<file path="config.mk">
export PLATFORM = sky130hd
export DESIGN_NAME = aeiu_top
export DESIGN_NICKNAME = d
export VERILOG_FILES = /design/src/aeiu_pkg.sv /design/src/aeiu_event_if.sv /design/src/aeiu_event_detect.sv /design/src/aeiu_top.sv
export SDC_FILE = /design/constraint.sdc
export NUM_CORES = 1
export LEC_CHECK = 0
export BUFFER_PORTS_ARGS = -buffer_cell sky130_fd_sc_hd__buf_2
export CELL_PAD_IN_SITES_DETAIL_PLACEMENT = 1
export CELL_PAD_IN_SITES_GLOBAL_PLACEMENT = 1
export CORE_MARGIN = 5
export CORE_UTILIZATION = 31
export CTS_CLUSTER_DIAMETER = 200
export DETAILED_ROUTE_END_ITERATION = 10
export GPL_TIMING_DRIVEN = 0
export PLACE_DENSITY_LB_ADDON = 0.12
export SETUP_SLACK_MARGIN = 0.1
export SLEW_MARGIN = 20
export SYNTH_ARGS = -nofsm -noshare
export SYNTH_HDL_FRONTEND = slang
export SYNTH_SLANG_ARGS = --single-unit
export TNS_END_PERCENT = 1
</file>
<file path="constraint.sdc">
create_clock -name pclk -period 2.9 [get_ports pclk]
set_clock_uncertainty 0.1 [all_clocks]
set_input_delay 0.29 -clock pclk [delete_from_list [all_inputs] [get_ports pclk]]
set_output_delay 0.29 -clock pclk [all_outputs]
set_load 0.1 [all_outputs]
</file>
<file path="src/aeiu_pkg.sv">
// constants, types and decode helpers of the analog event interrupt unit
package aeiu_pkg;

    // ------------------------------------------------------------------
    // bus geometry
    // ------------------------------------------------------------------
    localparam int          ADDR_W       = 12;
    localparam int          DATA_W       = 32;

    // ------------------------------------------------------------------
    // register byte offsets
    // ------------------------------------------------------------------
    localparam logic [11:0] OFF_CTRL     = 12'h0a00;
    localparam logic [11:0] OFF_RAW      = 12'h0a08;
    localparam logic [11:0] OFF_ENS      = 12'h0a0c;
    localparam logic [11:0] OFF_ENC      = 12'h0a10;
    localparam logic [11:0] OFF_MASKED   = 12'h0a14;

    // ------------------------------------------------------------------
    // field positions
    // ------------------------------------------------------------------
    localparam int          BIT_BROWNOUT  = 0;
    localparam int          BIT_COMP      = 3;
    localparam int          BIT_RECOVERED = 4;
    localparam int          BIT_LEVEL     = 0;
    localparam int          BIT_POL_LO    = 1;
    localparam int          BIT_POL_HI    = 2;
    localparam int          SRC_W         = 5;
    localparam logic [4:0]  SRC_MASK      = 5'h19;

    // ------------------------------------------------------------------
    // reset values
    // ------------------------------------------------------------------
    localparam logic [4:0]  RST_PENDING  = 5'h00;
    localparam logic [4:0]  RST_ENABLE   = 5'h00;
    localparam logic        RST_LEVEL    = 1'b0;
    localparam logic [1:0]  RST_POL      = 2'h0;
    localparam logic [31:0] RST_RDATA    = 32'h0000_0000;

    // ------------------------------------------------------------------
    // comparator sense codes
    // ------------------------------------------------------------------
    localparam logic        SENSE_EDGE   = 1'b0;
    localparam logic        SENSE_LEVEL  = 1'b1;
    localparam logic [1:0]  POL_RISE     = 2'h0;
    localparam logic [1:0]  POL_FALL     = 2'h1;

    // ------------------------------------------------------------------
    // register select
    // ------------------------------------------------------------------
    typedef enum logic [2:0] {
        REG_NONE   = 3'b000,
        REG_CTRL   = 3'b001,
        REG_RAW    = 3'b010,
        REG_ENS    = 3'b011,
        REG_ENC    = 3'b100,
        REG_MASKED = 3'b101
    } aeiu_reg_type;

    // map a byte address onto a register
    function automatic aeiu_reg_type aeiu_decode(input logic [11:0] addr);
        aeiu_reg_type sel;
        sel = REG_NONE;
        case (addr)
            OFF_CTRL:   sel = REG_CTRL;
            OFF_RAW:    sel = REG_RAW;
            OFF_ENS:    sel = REG_ENS;
            OFF_ENC:    sel = REG_ENC;
            OFF_MASKED: sel = REG_MASKED;
            default:    sel = REG_NONE;
        endcase
        return sel;
    endfunction

    // widen a source vector to a bus word, reserved bits zero
    function automatic logic [31:0] aeiu_word(input logic [4:0] src);
        return {27'h000_0000, src & SRC_MASK};
    endfunction

endpackage

</file>
<file path="src/aeiu_event_if.sv">
// carrier between the register block and the event detector
interface aeiu_event_if;
    // ------------------------------------------------------------------
    // signals
    // ------------------------------------------------------------------
    logic       enable;        // bus clock enable, capture allowed
    logic       level_sense;   // comparator level (1) or edge (0)
    logic [1:0] polarity;      // comparator polarity select
    logic       recovered;     // supply rose above threshold
    logic       brownout;      // supply fell below threshold
    logic       comp_event;    // comparator condition met

    // ------------------------------------------------------------------
    // views
    // ------------------------------------------------------------------
    modport regs (
        output enable,
        output level_sense,
        output polarity,
        input  recovered,
        input  brownout,
        input  comp_event
    );
    modport det (
        input  enable,
        input  level_sense,
        input  polarity,
        output recovered,
        output brownout,
        output comp_event
    );
endinterface

</file>
<file path="src/aeiu_event_detect.sv">
// edge detection on the supply monitor, edge and level detection on the comparator output
module aeiu_event_detect (
    // clock and reset
    input  wire logic pclk,
    input  wire logic presetn,
    // analog monitor levels
    input  wire logic supply_ok,
    input  wire logic comparator_out,
    // settings in, events out
    aeiu_event_if.det ev
);

    // ------------------------------------------------------------------
    // history of the monitored levels
    // ------------------------------------------------------------------
    logic primed;
    logic prev_ok;
    logic prev_comp;
    logic next_primed;
    logic next_prev_ok;
    logic next_prev_comp;
    logic comp_rise;
    logic comp_fall;
    logic comp_hit;

    // next history; first cycle only loads, so no false edge at reset
    always_comb begin
        next_primed    = 1'b1;
        next_prev_ok   = supply_ok;
        next_prev_comp = comparator_out;
    end

    // history registers
    always_ff @(posedge pclk or negedge presetn) begin
        if (!presetn) begin
            primed    <= 1'b0;
            prev_ok   <= 1'b0;
            prev_comp <= 1'b0;
        end else begin
            primed    <= next_primed;
            prev_ok   <= next_prev_ok;
            prev_comp <= next_prev_comp;
        end
    end

    // ------------------------------------------------------------------
    // event decode
    // ------------------------------------------------------------------
    always_comb begin
        comp_rise = primed & comparator_out & ~prev_comp;
        comp_fall = primed & ~comparator_out & prev_comp;
        comp_hit  = 1'b0;
        if (ev.level_sense == aeiu_pkg::SENSE_LEVEL) begin
            // 0x low level, 1x high level
            comp_hit = ev.polarity[1] ? comparator_out
                                      : ~comparator_out;
        end else begin
            unique case (ev.polarity)
                aeiu_pkg::POL_RISE: comp_hit = comp_rise;
                aeiu_pkg::POL_FALL: comp_hit = comp_fall;
                default:            comp_hit = comp_rise | comp_fall;
            endcase
        end
    end

    // events only while the bus clock of the block runs
    assign ev.recovered  = ev.enable & primed & supply_ok & ~prev_ok;
    assign ev.brownout   = ev.enable & primed & ~supply_ok & prev_ok;
    assign ev.comp_event = ev.enable & comp_hit;

endmodule

</file>
<file path="src/aeiu_top.sv">
// analog event interrupt unit: APB register block and interrupt request
module aeiu_top #(
    parameter int ADDR_W = aeiu_pkg::ADDR_W
) (
    // clock and reset
    input  wire logic              pclk,
    input  wire logic              presetn,
    // apb slave
    input  wire logic              psel,
    input  wire logic              penable,
    input  wire logic              pwrite,
    input  wire logic [ADDR_W-1:0] paddr,
    input  wire logic [31:0]       pwdata,
    output logic      [31:0]       prdata,
    output logic                   pready,
    output logic                   pslverr,
    // bus clock gate of the block
    input  wire logic              analog_irq_bus_clock_enable,
    // analog monitor outputs
    input  wire logic              supply_ok,
    input  wire logic              comparator_out,
    // interrupt request
    output logic                   irq
);

    // ------------------------------------------------------------------
    // declarations
    // ------------------------------------------------------------------
    aeiu_event_if ev ();

    logic [4:0]             pending;
    logic [4:0]             enable;
    logic                   level_sense;
    logic [1:0]             polarity;
    logic [4:0]             next_pending;
    logic [4:0]             next_enable;
    logic                   next_level_sense;
    logic [1:0]             next_polarity;
    logic [31:0]            next_prdata;
    logic                   next_pready;
    logic                   next_pslverr;
    logic                   next_irq;

    logic                   acc_setup;
    logic                   acc_done;
    logic                   wr_ok;
    logic                   setup_bad;
    aeiu_pkg::aeiu_reg_type sel;
    logic [4:0]             set_ev;
    logic [4:0]             wr_bits;
    logic [4:0]             raw_clr;
    logic [4:0]             en_set;
    logic [4:0]             en_clr;
    logic [31:0]            rd_word;

    // ------------------------------------------------------------------
    // event detector
    // ------------------------------------------------------------------

    // settings towards the detector
    assign ev.enable      = analog_irq_bus_clock_enable;
    assign ev.level_sense = level_sense;
    assign ev.polarity    = polarity;

    aeiu_event_detect u_detect (
        .pclk           (pclk),
        .presetn        (presetn),
        .supply_ok      (supply_ok),
        .comparator_out (comparator_out),
        .ev             (ev)
    );

    // gather detector pulses at their status positions
    always_comb begin
        set_ev = 5'h00;
        set_ev[aeiu_pkg::BIT_RECOVERED] = ev.recovered;
        set_ev[aeiu_pkg::BIT_COMP]      = ev.comp_event;
        set_ev[aeiu_pkg::BIT_BROWNOUT]  = ev.brownout;
    end

    // ------------------------------------------------------------------
    // bus decode
    // ------------------------------------------------------------------

    // phases of the apb transfer and the register addressed
    always_comb begin
        acc_setup = psel & ~penable;
        acc_done  = psel & penable & pready;
        sel       = aeiu_pkg::aeiu_decode(paddr[11:0]);
        // refused when the bus clock is off or nothing is mapped
        setup_bad = ~analog_irq_bus_clock_enable
                    | (sel == aeiu_pkg::REG_NONE);
        wr_ok     = acc_done & pwrite & ~pslverr;
        wr_bits   = pwdata[4:0] & aeiu_pkg::SRC_MASK;
    end

    // read multiplexer, reserved bits read zero
    always_comb begin
        rd_word = aeiu_pkg::RST_RDATA;
        unique case (sel)
            aeiu_pkg::REG_CTRL: begin
                rd_word[aeiu_pkg::BIT_LEVEL]  = level_sense;
                rd_word[aeiu_pkg::BIT_POL_LO] = polarity[0];
                rd_word[aeiu_pkg::BIT_POL_HI] = polarity[1];
            end
            aeiu_pkg::REG_RAW: begin
                rd_word = aeiu_pkg::aeiu_word(pending);
            end
            aeiu_pkg::REG_ENS: begin
                rd_word = aeiu_pkg::aeiu_word(enable);
            end
            aeiu_pkg::REG_ENC: begin
                rd_word = aeiu_pkg::RST_RDATA;   // write only
            end
            aeiu_pkg::REG_MASKED: begin
                rd_word = aeiu_pkg::aeiu_word(pending & enable);
            end
            aeiu_pkg::REG_NONE: begin
                rd_word = aeiu_pkg::RST_RDATA;
            end
            default: begin
                rd_word = aeiu_pkg::RST_RDATA;
            end
        endcase
    end

    // ------------------------------------------------------------------
    // bus answer
    // ------------------------------------------------------------------

    // answer in the first access cycle, data latched at setup
    always_comb begin
        next_pready  = acc_setup;
        next_pslverr = acc_setup & setup_bad;
        next_prdata  = prdata;
        if (acc_setup) begin
            next_prdata = aeiu_pkg::RST_RDATA;
            if (!pwrite && !setup_bad) begin
                next_prdata = rd_word;
            end
        end
    end

    // bus answer registers
    always_ff @(posedge pclk or negedge presetn) begin
        if (!presetn) begin
            prdata  <= aeiu_pkg::RST_RDATA;
            pready  <= 1'b0;
            pslverr <= 1'b0;
        end else begin
            prdata  <= next_prdata;
            pready  <= next_pready;
            pslverr <= next_pslverr;
        end
    end

    // ------------------------------------------------------------------
    // pending, enable and control state
    // ------------------------------------------------------------------

    // write strobes per register
    always_comb begin
        raw_clr = 5'h00;
        en_set  = 5'h00;
        en_clr  = 5'h00;
        if (wr_ok && sel == aeiu_pkg::REG_RAW) begin
            raw_clr = wr_bits;
        end
        if (wr_ok && sel == aeiu_pkg::REG_ENS) begin
            en_set = wr_bits;
        end
        if (wr_ok && sel == aeiu_pkg::REG_ENC) begin
            en_clr = wr_bits;
        end
    end

    // next state; an event in the clear cycle keeps its flag set
    always_comb begin
        next_pending     = (pending & ~raw_clr) | set_ev;
        next_enable      = (enable | en_set) & ~en_clr;
        next_level_sense = level_sense;
        next_polarity    = polarity;
        if (wr_ok && sel == aeiu_pkg::REG_CTRL) begin
            next_level_sense = pwdata[aeiu_pkg::BIT_LEVEL];
            next_polarity    = pwdata[aeiu_pkg::BIT_POL_HI:
                                      aeiu_pkg::BIT_POL_LO];
        end
        // request follows the masked view of the new state
        next_irq = |(next_pending & next_enable
                     & aeiu_pkg::SRC_MASK);
    end

    // state registers
    always_ff @(posedge pclk or negedge presetn) begin
        if (!presetn) begin
            pending     <= aeiu_pkg::RST_PENDING;
            enable      <= aeiu_pkg::RST_ENABLE;
            level_sense <= aeiu_pkg::RST_LEVEL;
            polarity    <= aeiu_pkg::RST_POL;
            irq         <= 1'b0;
        end else begin
            pending     <= next_pending;
            enable      <= next_enable;
            level_sense <= next_level_sense;
            polarity    <= next_polarity;
            irq         <= next_irq;
        end
    end

endmodule

</file>
[Word level (Yosys, flattened, before mapping)]
Index checks and enable logic that the tools add are counted.
Operators by class
  add/sub/neg operators: 0
  multipliers: 0
  divide/modulo/power cells: 0
  magnitude comparators: 0
  equal/unequal tests: 11
  shifts and indexed selects: 0
  mux-type cells: 10
  bitwise logic cells: 33
  reductions and logical operators: 10
Operators with widths (number)
  == test 12 bit (second input constant): 5
  2-to-1 mux 32 bit: 1
  bitwise AND 5 bit: 4
  bitwise AND 1 bit: 16
  2-to-1 mux 5 bit: 3
  case mux 3 bit (5 select lines): 1
  case mux 3 bit (4 select lines): 1
  inverter 5 bit: 2
  bitwise OR 5 bit: 2
  inverter 1 bit: 7
  == test 3 x 2 -> 1 bit (second input constant): 2
  == test 3 bit (second input constant): 2
  case mux 2 bit (3 select lines): 1
  logical AND 1 bit: 5
  == test 3 x 1 -> 1 bit (second input constant): 1
  zero test 3 bit: 1
  OR reduction 3 bit: 1
  == test 2 x 1 -> 1 bit (second input constant): 1
  zero test 1 bit: 2
  zero test 2 bit: 1
  2-to-1 mux 1 bit: 2
  bitwise OR 1 bit: 2
  case mux 1 bit (2 select lines): 1
Word-level totals
  register bits: 51
  latch bits: 0
  bits in writable memories: 0
  memory bits (read-only): 0
  bits of input ports: 52
  output and inout bits: 35
  word-level logic and storage cells: 75
  memories: 0

[Depth between registers and ports, before layout]
  depth after elaboration: 11
  gate-level depth with buffers: 6
  depth with buffers taken out: 5

[Cells and area by module]
From an unflattened synthesis, not the netlist that was laid out.
Second synthesis, totals
  cell total of the unflattened synthesis: 131
  area, all modules: 1251.2 um2
By module, submodules not included
  aeiu_top: instances 1, cells an instance 116, area each 1106.1 um2, seq. area each 425.4 um2
  aeiu_event_detect: instances 1, cells an instance 15, area each 145.1 um2, seq. area each 75.1 um2

[Worst setup path after synthesis]
OpenSTA, ideal clock, no wires.
  path type: reg2reg
  start: reg pready
  end: reg irq
  library setup time: 0.126 ns
  arrival: 2.161 ns
  required time: 2.674 ns
  slack: 0.513 ns
  stages on the path, launching flop included: 6
  path buffers: 0
  clock period less this slack: 2.387 ns
  path through: dfrtp_1 -> and4b_1 -> nand2_1 -> o31a_1 -> o22a_1 -> a221o_1
On the way
  elaborated cells on any way between the ends: 17
  classes of those cells: mux: 3; bitwise: 10; reduce/logical: 4
RTL lines
  start, declared: RTL line aeiu_top.sv:15  | output logic pready,
  start signal, assigned: RTL line aeiu_top.sv:152  | pready <= next_pready;
  bitwise AND 1 bit *: RTL line aeiu_top.sv:88  | acc_done = psel & penable & pready;
  bitwise AND 1 bit * (2 in a row): RTL line aeiu_top.sv:93  | wr_ok = acc_done & pwrite & ~pslverr;
  logical AND 1 bit (on tied branches): RTL line aeiu_top.sv:169, aeiu_top.sv:172
  2-to-1 mux 5 bit (on tied branches): RTL line aeiu_top.sv:169, aeiu_top.sv:172
  bitwise OR 5 bit / inverter 5 bit (equally long branches): RTL line aeiu_top.sv:180  | next_enable = (enable | en_set) & ~en_clr;
  bitwise AND 5 bit *: RTL line aeiu_top.sv:180
  net next_enable[3]: RTL line aeiu_top.sv:36  | logic [4:0] next_enable;
  bitwise AND 5 bit *: RTL line aeiu_top.sv:189  | next_irq = |(next_pending & next_enable
  OR reduction 3 bit *: RTL line aeiu_top.sv:189
  net next_irq: RTL line aeiu_top.sv:42  | logic next_irq;
  end signal, assigned: RTL line aeiu_top.sv:206  | irq <= next_irq;
  end, declared: RTL line aeiu_top.sv:23  | output logic irq
Mark *: on every way through the listed nets, which the timed path passes. The rest lies on a longest branch.
A chain may end at the register's enable or synchronous reset.

[Worst setup path after layout]
  start: reg pslverr
  end: reg irq
On the way
  elaborated cells on any way between the ends: 16
  classes of those cells: mux: 3; bitwise: 9; reduce/logical: 4
RTL lines
  start, declared: RTL line aeiu_top.sv:16  | output logic pslverr,
  start signal, assigned: RTL line aeiu_top.sv:153  | pslverr <= next_pslverr;
  inverter 1 bit *: RTL line aeiu_top.sv:93
  bitwise AND 1 bit *: RTL line aeiu_top.sv:93
  logical AND 1 bit (on tied branches): RTL line aeiu_top.sv:169, aeiu_top.sv:172
  2-to-1 mux 5 bit (on tied branches): RTL line aeiu_top.sv:169, aeiu_top.sv:172
  bitwise OR 5 bit / inverter 5 bit (equally long branches): RTL line aeiu_top.sv:180
  bitwise AND 5 bit *: RTL line aeiu_top.sv:180
  net next_enable[3]: RTL line aeiu_top.sv:36
  bitwise AND 5 bit *: RTL line aeiu_top.sv:189
  OR reduction 3 bit *: RTL line aeiu_top.sv:189
  net next_irq: RTL line aeiu_top.sv:42
Marked as above.

==> results.txt <==
* Status: completed
- H-tree depth reported by CTS: 1
- The detailed router placed 1151 vias in this run.
* Reg2Reg Setup Slack: 950 ps
* Vertical extent of the die: 74.9 um
* Place WS: 767 ps
- Signal arrival time at the worst endpoint: 1990 ps
- Unrepaired setup endpoints after global routing: false
- Min-delay worst type: in2reg
- Category of the most critical setup path: reg2reg
- For this run, the post-layout net count is 251.
- Power comes to 0.728 mW.
* Post-DP HPWL: 2770 um
* Post-CTS setup buffer count: 0
* Flip-flop and latch count after synthesis: 20
- Time the final worst path needs with I/O delays and setup: 1950 ps
* Syn Std Cell Area: 1300 sq um
* Area of the multi-input gates: 648 sq um
* Sequential area share after synthesis: 0.384
- In this run the worst setup path terminates at irq.
* Global-route wire length before repair: 5220 um
* Worst vdd rail ir drop: 0.175 mV
- Counting buffers and inverters, the worst setup path is 5 cells deep.
- Most frequent cells in the layout: 33 x sky130_fd_sc_hd__buf_2, 28 x sky130_fd_sc_hd__conb_1, 27 x sky130_fd_sc_hd__buf_4, 20 x sky130_fd_sc_hd__dfrtp_1, 15 x sky130_fd_sc_hd__nand2_1
- Sinks on the clock net: 20
* Worst-case clock buffer depth: 2
- Initial DRC Count: 25
* Gate Count Post-Synth: 135
* Number of cells on the worst hold path: 1
* Residual DRC count: 0
- The congestion estimate from routability-driven global placement came to 0.721.
- Full die area: 5600 sq um
- Number of setup violations in the final report: 0
- Initial standard-cell utilization of the core: 0.324
* Routed WL per cell: 13.4 um
- Crit. End Element: flop
* Post-synth EDFFs: 0
- Category of cells accounting for the largest share of critical-path delay: compound AO/OA/AOI/OAI gates
* Proportion of register bits with asynchronous set or reset after synthesis: 1.00
- Leaving out filler cells and counting taps, the final layout contains 247.
- Finished Core Util: 0.416
* Post-placement cell count: 243
- Number of instances resized during post-cts repair: 0
* CP Max Fanout: 7
- The number of different library cells used by synthesis comes to 42.
* Area taken by flip-flops and latches: 500 sq um
* Area of the core: 4030 sq um
- Via count of the first global-routing pass: 1104
- Max-cap violation count: 0
- Commonest non-fill, non-tap cell in the layout: sky130_fd_sc_hd__buf_2
- TritonCTS built the clock tree.
* Largest net degree at the start of global routing: 21
- The total overflow left after global routing is 0.
- After synthesis, the mean cell area works out to 9.66 sq um.
* Detailed-route vias per instance: 4.66
- On the worst path, the slowest cell contributes a delay of 370 ps.
- # port buffers: 32
- The initial antenna violation count is 0.
* Cells along the critical path: and4b_1, nand2_1, o31a_1, o22a_1, a221o_1
- Number of detailed-routing iterations run before antenna repair: 4
- Among all stages on the critical path, the largest delay is contributed by sky130_fd_sc_hd__dfrtp_1.
- Worst Setup SP: pslverr
* I/O pin total: 87
- The number of hold violations in the final report came to 0.
- The worst register-to-register path ends at irq.
- The root buffer cell chosen for the clock tree is sky130_fd_sc_hd__clkbuf_8.
* Clock transition at the registers of the reported paths: 70 ps
- The worst register-to-register path begins at pslverr.
- Data required, critical path: 2940 ps
- Growth of design area from synthesis to finish: 28.5%
- Count of fill cells added during filler insertion: 500
* Total inserted antenna cells: 0
- For this run, the total global-route usage over all layers was measured as 0.119.
- Static leakage power: 0.884 nW
* Worst path buffer plus inverter count: 0
- Routed Wire Length: 3300 um
- Dividing the final minimum period by the clock period gives 0.674.
* Count of hold buffers inserted by post-cts repair: 1
- Static timing analysis puts the maximum clock frequency at 0.512 GHz.
- In this run the power density over the cells is 435 nW/um^2.
- After floorplanning, the core was divided into 23 placement rows.
* Layout cell share with drive strength beyond 1: 0.371
- The number of clock buffers added by TritonCTS is 3.
* Remaining number of nets flagged by the antenna check after routing: 0
* Startpoint kind of the worst setup timing path: flop
- After layout, the worst setup slack is 946 ps.
- The worst register-to-register path has a depth of 5.
- Number of warnings reported in the yosys synthesis log: 0
- Max-slew violation total from the final report: 0
* Worst skew pair latency: 260 ps
- Most common flop cell mapped by yosys: sky130_fd_sc_hd__dfrtp_1
* Die width: 74.9 um
- For the final routed database, the setup TNS stands at 0 ps.
-- worst reg2reg max path, delay by kind of cell (launching register included) --
| family | cells | cell delay, ps |
|---|---|---|
| AND/OR/NAND/NOR | 2 | 480 |
| flip-flops | 1 | 370 |
| AO/OA/AOI/OAI | 3 | 880 |
-- stage by stage --
stage,instance area (sq um),hold slack [ps]
after detailed placement,1620,173
final,1680,60.4
after global routing,1680,53.0
after global placement,1620,155
after floorplan,1400,-106
after CTS,1680,59.2
-- cell type report --
type                            instances  area share
Buffer                                 31       0.135
Clock buffer                            3      0.0246
Inverter                                7      0.0157
Multi-Input combinational cell        103       0.387
Sequential cell                        20       0.299
Tap cell                               50      0.0373
Timing Repair Buffer                   33       0.102
-- cells by family (layout without fill, tap and decap cells) --
group / Yosys count / in the layout / synth area share
simple gates: 42 / 42 / 0.215
other cells: 2 / 28 / 0.00576
compound gates: 28 / 28 / 0.160
xor+xnor: 1 / 1 / 0.00672
mux: 4 / 4 / 0.0345
flops: 20 / 20 / 0.384
buf+inv: 38 / 74 / 0.194
-- worst min-delay path by stage --
| stage | start | end | slack (ps) |
|---|---|---|---|
| 2_1_floorplan | presetn | enable[0] | -110 |
| 3_3_place_gp | presetn | prdata[1] | 150 |
| 4_1_cts | supply_ok | u_detect.prev_ok | 60 |
| 3_5_place_dp | presetn | ev.polarity[0] | 170 |
| 5_1_grt | supply_ok | u_detect.prev_ok | 50 |
| 6_report | supply_ok | u_detect.prev_ok | 60 |
-- cells in the mapped netlist, types with 3 or more instances --
library cell / count / area share
sky130_fd_sc_hd__buf_4: 27 / 0.16
sky130_fd_sc_hd__dfrtp_1: 20 / 0.38
sky130_fd_sc_hd__nand2_1: 15 / 0.043
sky130_fd_sc_hd__inv_1: 7 / 0.020
sky130_fd_sc_hd__nor4_1: 6 / 0.029
sky130_fd_sc_hd__o21ai_0: 6 / 0.023
sky130_fd_sc_hd__mux2_1: 3 / 0.026
sky130_fd_sc_hd__nand2b_1: 3 / 0.014
sky130_fd_sc_hd__nor2_1: 3 / 0.0086
sky130_fd_sc_hd__o22ai_1: 3 / 0.014
sky130_fd_sc_hd__o31a_1: 3 / 0.020
-- power by group --
group	leakage (nW)	total [mW]	switching [mW]	internal (mW)
combinational	0.617	0.261	0.209	0.0514
sequential	0.245	0.287	0.00268	0.284
clock	0.0216	0.181	0.0882	0.0925
-- flip-flops by register name (all words and copies together), names as in the netlist --
register / count
irq: 1
u_detect.prev_ok: 1
ev.level_sense: 1
prdata: 5
u_detect.prev_comp: 1
ev.polarity: 2
pending: 3
pready: 1
enable: 3
pslverr: 1
u_detect.primed: 1
-- routing by layer --
metal,track usage,vias up,routed length [um]
met5,0,-,0
li1,-,555,-
met4,0.0296,0,32
met1,0.142,557,1310
met3,0.0334,4,246
met2,0.212,35,1710
No activity file was read; power rests on OpenSTA's default activity.
